File: src/shared/pwm_cond_pkg.sv
// Constants, register map and field layout for the PWM output conditioning block
package pwm_cond_pkg;
  localparam int unsigned clk_period_ps = 5000;
  localparam int unsigned blank_max_ns = 4096;
  localparam int unsigned blank_max_cycles = (blank_max_ns * 1000) / clk_period_ps;
  // Register byte offsets
  localparam logic [4:0] off_blank_ctrl = 5'h00;
  localparam logic [4:0] off_blank_delay = 5'h04;
  localparam logic [4:0] off_aux_ctrl = 5'h08;
  localparam logic [4:0] off_gen_ctrl = 5'h0c;
  localparam logic [4:0] off_out_ctrl = 5'h10;
  localparam logic [4:0] off_chop = 5'h14;
  localparam logic [4:0] off_clk_div = 5'h18;
  localparam logic [4:0] off_capture = 5'h1c;
  // blank_control_reg fields
  localparam int unsigned b_high_rise = 15;
  localparam int unsigned b_high_fall = 14;
  localparam int unsigned b_low_rise = 13;
  localparam int unsigned b_low_fall = 12;
  localparam int unsigned b_fault_en = 11;
  localparam int unsigned b_limit_en = 10;
  localparam int unsigned b_chop_hi_st = 5;
  localparam int unsigned b_chop_lo_st = 4;
  localparam int unsigned b_hi_hi_st = 3;
  localparam int unsigned b_hi_lo_st = 2;
  localparam int unsigned b_lo_hi_st = 1;
  localparam int unsigned b_lo_lo_st = 0;
  // blank_delay_reg field 11:3
  localparam int unsigned delay_lsb = 3;
  localparam int unsigned delay_msb = 11;
  // aux_control_reg fields
  localparam int unsigned blank_src_lsb = 8;
  localparam int unsigned chop_src_lsb = 4;
  localparam int unsigned b_gate_high = 1;
  localparam int unsigned b_gate_low = 0;
  // gen_control_reg: deadtime_comp_mode 1:0
  localparam logic [1:0] comp_mode_on = 2'h1;
  // output_control_reg fields
  localparam int unsigned b_swap = 1;
  localparam int unsigned b_override_sync = 0;
  // chop register: enable bit 15, value 9:0
  localparam int unsigned b_chop_en = 15;
  localparam int unsigned chop_w = 10;
  localparam int unsigned gens = 16;
endpackage : pwm_cond_pkg

File: src/hdl/pwm_output_conditioning.sv
// PWM output conditioning: blanking, compensation, chop, capture and swap
//
// Decided for this implementation: the register offsets and the Avalon-MM interface to the registers.
`timescale 1ns/1ps
module pwm_output_conditioning import pwm_cond_pkg::*; (
  // Clock and reset
  input wire logic mclk,
  input wire logic reset,
  // Avalon-MM slave
  input wire logic [4:0] avs_address,
  input wire logic avs_read,
  input wire logic avs_write,
  input wire logic [31:0] avs_writedata,
  input wire logic [3:0] avs_byteenable,
  output logic [31:0] avs_readdata,
  output logic avs_waitrequest,
  // Raw PWM from generator core
  input wire logic gen_high,
  input wire logic gen_low,
  input wire logic [15:0] gen_duty,
  input wire logic [15:0] deadtime_value,
  input wire logic [15:0] alt_deadtime,
  input wire logic [15:0] itb_count,
  input wire logic timebase_zero,
  // Other generators and external pins
  input wire logic [gens-1:0] peer_high,
  input wire logic [gens-1:0] peer_low,
  input wire logic fault_pin,
  input wire logic limit_pin,
  input wire logic deadtime_comp_input,
  // Conditioned outputs
  output logic [15:0] active_duty,
  output logic [15:0] deadtime_used,
  output logic swapped_high,
  output logic swapped_low,
  output logic fault_active,
  output logic limit_active,
  output logic high_output,
  output logic low_output,
  output logic gate_clock_out
);

  function automatic logic sel_bit(input logic [gens-1:0] v, input logic [3:0] s);
    sel_bit = v[s];
  endfunction : sel_bit

  logic [15:0] blank_control_reg_r;
  logic [15:0] blank_delay_reg_r;
  logic [15:0] aux_control_reg_r;
  logic [15:0] gen_control_reg_r;
  logic [15:0] output_control_reg_r;
  logic [15:0] chop_reg_r;
  logic [2:0] pwm_clock_prescale_r;
  logic [15:0] timebase_capture_reg_r;
  logic rvalid_r;
  logic [31:0] rdata_r;

  // Pin synchronisers
  logic [1:0] fault_s_r, limit_s_r, comp_s_r;
  always_ff @(posedge mclk or posedge reset) begin
    if (reset) begin
      fault_s_r <= 2'h0;
      limit_s_r <= 2'h0;
      comp_s_r <= 2'h0;
    end else begin
      fault_s_r <= {fault_s_r[0], fault_pin};
      limit_s_r <= {limit_s_r[0], limit_pin};
      comp_s_r <= {comp_s_r[0], deadtime_comp_input};
    end
  end
  wire fault_sync = fault_s_r[1];
  wire limit_sync = limit_s_r[1];
  wire comp_sync = comp_s_r[1];

  // Register bus: writes take effect at once, reads answer one cycle later
  wire wr = avs_write;
  wire rd_hit = avs_read && !rvalid_r;
  assign avs_waitrequest = avs_read && !rvalid_r;

  function automatic logic [15:0] merge(input logic [15:0] old, input logic [31:0] d, input logic [3:0] be);
    merge = {be[1] ? d[15:8] : old[15:8], be[0] ? d[7:0] : old[7:0]};
  endfunction : merge

  // Prescaled PWM clock enable
  logic [7:0] pre_cnt_r;
  wire [7:0] pre_top = 8'((9'h1 << pwm_clock_prescale_r) - 9'h1);
  wire pwm_tick = (pre_cnt_r >= pre_top);
  always_ff @(posedge mclk or posedge reset) begin
    if (reset) pre_cnt_r <= 8'h0;
    else pre_cnt_r <= pwm_tick ? 8'h0 : pre_cnt_r + 8'h1;
  end

  // Chop generator, toggles every chop value plus one ticks
  logic [chop_w-1:0] chop_cnt_r;
  logic chop_gen_r;
  wire chop_en = chop_reg_r[b_chop_en];
  wire [chop_w-1:0] chop_val = chop_reg_r[chop_w-1:0];
  always_ff @(posedge mclk or posedge reset) begin
    if (reset) begin
      chop_cnt_r <= '0;
      chop_gen_r <= 1'b0;
    end else if (!chop_en) begin
      chop_cnt_r <= '0;
      chop_gen_r <= 1'b0;
    end else if (pwm_tick) begin
      if (chop_cnt_r >= chop_val) begin
        chop_cnt_r <= '0;
        chop_gen_r <= ~chop_gen_r;
      end else begin
        chop_cnt_r <= chop_cnt_r + 1'b1;
      end
    end
  end

  // Source zero is internal generator, others pick peer high outputs
  wire [3:0] chop_src = aux_control_reg_r[chop_src_lsb +: 4];
  wire chop_clk = (chop_src == 4'h0) ? chop_gen_r : sel_bit(peer_high, chop_src);
  assign gate_clock_out = chop_gen_r;

  // Swap, synchronised to time base zero when requested
  logic swap_r;
  wire swap_req = output_control_reg_r[b_swap];
  wire override_sync = output_control_reg_r[b_override_sync];
  always_ff @(posedge mclk or posedge reset) begin
    if (reset) swap_r <= 1'b0;
    else if (!override_sync || timebase_zero) swap_r <= swap_req;
  end
  // Swap before dead time, which is downstream
  assign swapped_high = swap_r ? gen_low : gen_high;
  assign swapped_low = swap_r ? gen_high : gen_low;

  // Edge blanking timer on the swapped signals
  logic prev_h_r, prev_l_r;
  logic [8:0] blank_cnt_r;
  logic blank_run_r;
  wire [8:0] blank_delay = blank_delay_reg_r[delay_msb:delay_lsb];
  wire edge_hit = (blank_control_reg_r[b_high_rise] && swapped_high && !prev_h_r) ||
                  (blank_control_reg_r[b_high_fall] && !swapped_high && prev_h_r) ||
                  (blank_control_reg_r[b_low_rise] && swapped_low && !prev_l_r) ||
                  (blank_control_reg_r[b_low_fall] && !swapped_low && prev_l_r);
  always_ff @(posedge mclk or posedge reset) begin
    if (reset) begin
      prev_h_r <= 1'b0;
      prev_l_r <= 1'b0;
      blank_cnt_r <= 9'h0;
      blank_run_r <= 1'b0;
    end else begin
      prev_h_r <= swapped_high;
      prev_l_r <= swapped_low;
      if (edge_hit && blank_delay != 9'h0) begin
        blank_cnt_r <= 9'h0;
        blank_run_r <= 1'b1;
      end else if (blank_run_r && pwm_tick) begin
        if (blank_cnt_r + 9'h1 >= blank_delay) blank_run_r <= 1'b0;
        blank_cnt_r <= blank_cnt_r + 9'h1;
      end
    end
  end

  // State blanking from selected generator and from the chop clock
  wire [3:0] bsrc = aux_control_reg_r[blank_src_lsb +: 4];
  wire st_h = sel_bit(peer_high, bsrc);
  wire st_l = sel_bit(peer_low, bsrc);
  wire state_blank = (blank_control_reg_r[b_hi_hi_st] && st_h) || (blank_control_reg_r[b_hi_lo_st] && !st_h) ||
                     (blank_control_reg_r[b_lo_hi_st] && st_l) || (blank_control_reg_r[b_lo_lo_st] && !st_l) ||
                     (blank_control_reg_r[b_chop_hi_st] && chop_clk) ||
                     (blank_control_reg_r[b_chop_lo_st] && !chop_clk);
  wire fault_blanked = (blank_run_r && blank_control_reg_r[b_fault_en]) || state_blank;
  wire limit_blanked = (blank_run_r && blank_control_reg_r[b_limit_en]) || state_blank;
  assign fault_active = fault_sync && !fault_blanked;
  assign limit_active = limit_sync && !limit_blanked;

  // Capture of primary independent time base only
  logic limit_prev_r;
  always_ff @(posedge mclk or posedge reset) begin
    if (reset) limit_prev_r <= 1'b0;
    else limit_prev_r <= limit_active;
  end
  wire capture_hit = limit_active && !limit_prev_r;

  // Dead-time compensation; caller keeps mode complementary and dead time positive
  wire comp_on = (gen_control_reg_r[1:0] == comp_mode_on);
  logic [15:0] duty_r, dt_r;
  always_ff @(posedge mclk or posedge reset) begin
    if (reset) begin
      duty_r <= 16'h0;
      dt_r <= 16'h0;
    end else begin
      duty_r <= !comp_on ? gen_duty : comp_sync ? gen_duty + deadtime_value : gen_duty - deadtime_value;
      dt_r <= comp_on ? alt_deadtime : deadtime_value;
    end
  end
  assign active_duty = duty_r;
  assign deadtime_used = dt_r;

  // Final gating after fault and limit override (applied in this block on the swapped signals)
  logic hi_q_r, lo_q_r;
  wire hi_fin = (fault_active || limit_active) ? 1'b0 : swapped_high;
  wire lo_fin = (fault_active || limit_active) ? 1'b0 : swapped_low;
  always_ff @(posedge mclk or posedge reset) begin
    if (reset) begin
      hi_q_r <= 1'b0;
      lo_q_r <= 1'b0;
    end else begin
      hi_q_r <= aux_control_reg_r[b_gate_high] ? (hi_fin & chop_clk) : hi_fin;
      lo_q_r <= aux_control_reg_r[b_gate_low] ? (lo_fin & chop_clk) : lo_fin;
    end
  end
  assign high_output = hi_q_r;
  assign low_output = lo_q_r;

  // Register file
  always_ff @(posedge mclk or posedge reset) begin
    if (reset) begin
      blank_control_reg_r <= 16'h0;
      blank_delay_reg_r <= 16'h0;
      aux_control_reg_r <= 16'h0;
      gen_control_reg_r <= 16'h0;
      output_control_reg_r <= 16'h0;
      chop_reg_r <= 16'h0;
      pwm_clock_prescale_r <= 3'h0;
      timebase_capture_reg_r <= 16'h0;
    end else begin
      if (capture_hit) timebase_capture_reg_r <= itb_count;
      if (wr) begin
        case (avs_address)
          off_blank_ctrl: blank_control_reg_r <= merge(blank_control_reg_r, avs_writedata, avs_byteenable);
          off_blank_delay: blank_delay_reg_r <= merge(blank_delay_reg_r, avs_writedata, avs_byteenable);
          off_aux_ctrl: aux_control_reg_r <= merge(aux_control_reg_r, avs_writedata, avs_byteenable);
          off_gen_ctrl: gen_control_reg_r <= merge(gen_control_reg_r, avs_writedata, avs_byteenable);
          off_out_ctrl: output_control_reg_r <= merge(output_control_reg_r, avs_writedata, avs_byteenable);
          off_chop: chop_reg_r <= merge(chop_reg_r, avs_writedata, avs_byteenable);
          off_clk_div: if (avs_byteenable[0]) pwm_clock_prescale_r <= avs_writedata[2:0];
          default: ;
        endcase
      end
    end
  end

  logic [15:0] rd_mux;
  always_comb begin
    case (avs_address)
      off_blank_ctrl: rd_mux = blank_control_reg_r;
      off_blank_delay: rd_mux = blank_delay_reg_r;
      off_aux_ctrl: rd_mux = aux_control_reg_r;
      off_gen_ctrl: rd_mux = gen_control_reg_r;
      off_out_ctrl: rd_mux = output_control_reg_r;
      off_chop: rd_mux = chop_reg_r;
      off_clk_div: rd_mux = {13'h0, pwm_clock_prescale_r};
      off_capture: rd_mux = timebase_capture_reg_r;
      default: rd_mux = 16'h0;
    endcase
  end

  always_ff @(posedge mclk or posedge reset) begin
    if (reset) begin
      rvalid_r <= 1'b0;
      rdata_r <= 32'h0;
    end else begin
      rvalid_r <= rd_hit;
      if (rd_hit) rdata_r <= {16'h0, rd_mux};
    end
  end
  assign avs_readdata = rdata_r;

endmodule : pwm_output_conditioning

File: config.mk
export PLATFORM = sky130hd
export DESIGN_NAME = pwm_output_conditioning
export DESIGN_NICKNAME = d
export VERILOG_FILES = /design/src/shared/pwm_cond_pkg.sv /design/src/hdl/pwm_output_conditioning.sv
export SDC_FILE = /design/constraint.sdc
export NUM_CORES = 1
export LEC_CHECK = 0
export CORE_MARGIN = 1
export CORE_UTILIZATION = 55
export DETAILED_ROUTE_END_ITERATION = 8
export DONT_BUFFER_PORTS = 1
export GPL_TIMING_DRIVEN = 0
export PLACE_DENSITY = 0.76
export SYNTH_ARGS = -nofsm -noshare
export SYNTH_HDL_FRONTEND = slang
export SYNTH_SLANG_ARGS = --single-unit
export TNS_END_PERCENT = 1
File: constraint.sdc
create_clock -name mclk -period 6 [get_ports mclk]
set_input_delay 0.3 -clock mclk [delete_from_list [all_inputs] [get_ports mclk]]
set_output_delay 0.3 -clock mclk [all_outputs]
set_load 0.03 [all_outputs]
==> flow_metrics.env <==
export IMPL_grt_pass1_vias=8879
export IMPL_hold_viol_final=0
export IMPL_peakVddDrop_mv=0.318
export IMPL_place_congestion=0.883
export IMPL_slew_viol_final=0
export IMPL_syn_inst=1040
export IMPL_synth_edff_count=0
export IMPL_vias=8683
export IMPL_syn_to_final_growth_pct=19.2
export IMPL_final_cell_area_sq_mm=0.0131
export IMPL_r2r_slack_ps=2290
export IMPL_clkLatencyLatePin_ps=510
export IMPL_start_util=0.564
export IMPL_nNetsFinal=1356
export IMPL_clk_pin_slew_ps=60
export IMPL_p_sw_frac=0.310
export IMPL_grt_max_degree=104
export IMPL_die_w_microns=143
export IMPL_worst_r2r_path_depth=11
export IMPL_max_slew_margin=0.254
export IMPL_status="finished clean"
export IMPL_fin_cells=1446
export IMPL_mostFrequentLayoutCells="dfrtp_1 (205), nand2_1 (119), mux2_2 (92)"
export IMPL_cts_buffers=23
export IMPL_ys_top_cells_by_area="dfrtp_1 (47%), mux2_2 (9.4%), ha_1 (5.2%)"
export IMPL_synthArstFlopShare=1.00
export IMPL_setup_viol=0
export IMPL_drc_errors=0
export IMPL_p_switching_mw=1.42
export IMPL_antenna_found_initial=2
export IMPL_worstPathArrival_ps=4100
export IMPL_dp_hpwl_microns=20600
export IMPL_synthDistinctLibCells=58
export IMPL_grtUsageMet2=0.495
export IMPL_dp_cells=1321
export IMPL_p_leak_nw=6.17
export IMPL_post_cts_buffers=0
export IMPL_critical_path_required_ps=6390
export IMPL_hold_ws_ps=17.3
export IMPL_grt_usage=0.301
export IMPL_fp_row_count=51
export IMPL_timing_rr_end="active_duty[15]"
export IMPL_placed_cell_area_sq_mm=0.0114
export IMPL_p_per_area_mw_per_mm2=350
export IMPL_worst_path_most_repeated_cell="xnor2_1"
export IMPL_tightest_slew_ps=1110
export IMPL_drive_above_1_share=0.149
export IMPL_post_synth_top_area_fraction=0.466
export IMPL_synth_seq_cells=205
export IMPL_drt_wl_total_microns=30300
export IMPL_max_freq_mhz=270
export IMPL_cts_tree="yes"
export IMPL_hold_end="deadtime_used[14]"
export IMPL_htreeDepth=1
export IMPL_grt_pass1_wl_microns=47500
export IMPL_gr_total_overflow=0
export IMPL_total_power_mw=4.59
export IMPL_p_int_mw=3.17
export IMPL_hold_depth=2
export IMPL_synth_flop_cell="dfrtp_1"
export IMPL_yosysWarnings=0
export IMPL_via_per_inst=6.00
export IMPL_rsz0062_at_grt="false"
export IMPL_busiest_layer="met2"
export IMPL_hold_path_class="primary input to register"
export IMPL_synth_area_leader_cell="dfrtp_1"
export IMPL_layout_commonest_cell="dfrtp_1"
export IMPL_syn_avg_cell_area_sq_um=10.6
export IMPL_slowest_delay_ps=820
export IMPL_cts_sinks=205
export IMPL_cts_resized=0
export IMPL_critPathLaunchType="register"
export IMPL_regToRegStartpoint="comp_s_r[1]"
export IMPL_pwr_share_comb=0.228
export IMPL_wl_per_cell_microns=21.0
export IMPL_p_clk_frac=0.349
export IMPL_synthesis_area_sq_mm=0.0110
export IMPL_ys_seq_area_frac=0.466
export IMPL_clock_skew_ps=13.1
export IMPL_cts_root_buf="clkbuf_16"
export IMPL_worst_setup_path_type="register to register"
export IMPL_maxCapViolations=0
export IMPL_clock_path_buffers=3
export IMPL_path_cells="clkbuf_1 -> nor2_1 -> xor2_1 -> ha_1 -> o21ai_0 -> o211ai_1 -> a2111oi_0 -> a32oi_1 -> xnor2_1 -> nand2_1 -> xnor2_1"
export IMPL_ant_nets=0
export IMPL_cp_startpoint="comp_s_r[1]"
export IMPL_path_max_fanout=10
export IMPL_drt_iter0_drc=842
export IMPL_die_h_microns=143
export IMPL_numPortBuffers=0
export IMPL_drt_pass1_iter_count=6
export IMPL_io_pins=219
export IMPL_fillerInstances=1467
export IMPL_post_route_min_period_ps=3710
export IMPL_die_area_sq_mm=0.0206
export IMPL_seqPwrFrac=0.424
export IMPL_cpMaxStageDelayCell="a2111oi_0"
export IMPL_min_from="deadtime_value[14]"
export IMPL_use_met1=0.384
export IMPL_grt_use_met3=0.0606
export IMPL_end_kind="register"
export IMPL_core_area_sq_mm=0.0195
export IMPL_fin_crit_sh=0.618
[timing repair]
action / in CTS / in global routing
hold endpoints to repair: 252 / 0
hold buffers: 81 / 0
setup endpoints to repair: 0 / 0
[synthesized netlist by cell type, types with 6 or more instances]
cell type / number
xor2_1: 34
mux2_2: 92
mux2_4: 10
a22o_1: 17
xnor2_1: 15
a22oi_1: 24
nand4_1: 8
nand2_1: 119
a221oi_1: 6
buf_4: 16
mux4_2: 8
mux2i_1: 33
nor3_1: 17
dfrtp_1: 205
a211oi_1: 6
inv_1: 41
nand2b_1: 10
a31oi_1: 11
a21o_1: 21
clkbuf_1: 37
ha_1: 46
a21oi_1: 30
o21ai_0: 70
and3_1: 21
nand3_1: 23
nor2_1: 59
nor2b_1: 6
[area by class of cell]
type                    instances  area [sq um]  share of cell area
diodes                          3          7.51            0.000572
clock buffers                  31           666              0.0507
clock inverters                10           206              0.0157
plain buffers                  60           334              0.0255
well taps                     265           332              0.0253
multi-input cells             748          5440               0.415
repair buffers                 82           838              0.0639
inverters                      42           165              0.0126
flip-flops and latches        205          5130               0.391
[layer usage]
layer	part of all wire	vias up
met5	0.00043	-
met4	0.044	2
met3	0.089	90
met2	0.48	449
met1	0.39	4209
li1	-	3933
[flip-flops by register name, indices dropped and copies added, names as in the netlist, 2 cells and up]
register                flops
timebase_capture_reg_r     16
active_duty                16
output_control_reg_r       16
blank_cnt_r                 9
pre_cnt_r                   8
gen_control_reg_r          16
aux_control_reg_r          16
fault_s_r                   2
deadtime_used              16
blank_delay_reg_r          16
chop_cnt_r                 10
chop_reg_r                 16
avs_readdata               16
blank_control_reg_r        16
comp_s_r                    2
pwm_clock_prescale_r        3
limit_s_r                   2
[critical path, delay by kind of cell (launching register included)]
kind            cells  cell delay, ps
fa+ha+maj           1             330
compound gates      4            1590
xor+xnor            3             600
buf+inv             1             360
flops               1             470
simple gates        2             230
[how the worst max path moves through the flow]
stage,endpoint,depth (start not counted)
after floorplan,active_duty[0],1
after global placement,timebase_capture_reg_r[9],1
after detailed placement,active_duty[15],14
after CTS,active_duty[15],11
after global routing,active_duty[15],11
final,active_duty[15],11
[cells by family after synthesis]
logic type	count (synthesis)	synth area share
other cells	2	0.000682
compound gates	212	0.126
buf+inv	102	0.0447
simple gates	280	0.115
fa+ha+maj	47	0.0541
mux	143	0.154
flops	205	0.466
xor+xnor	49	0.0390
[power by group through the flow]
stage	sequential, mW	clock [mW]	combinational (mW)
final	1.94	1.60	1.04
after global routing	1.97	1.67	1.16
after CTS	1.94	1.61	1.03
after detailed placement	1.96	0	0.957
after global placement	1.96	0	0.925
after floorplan	1.88	0	0.778
[stage by stage]
stage	util	setup WS (ps)	setup TNS, ps
global route	0.672	1920	0
floorplan	-	104	0
global placement	0.584	-2000	-407900
detailed placement	0.585	2290	0
CTS	0.672	2450	0
finish	0.672	2290	0
(Power assumes the default switching activity.)
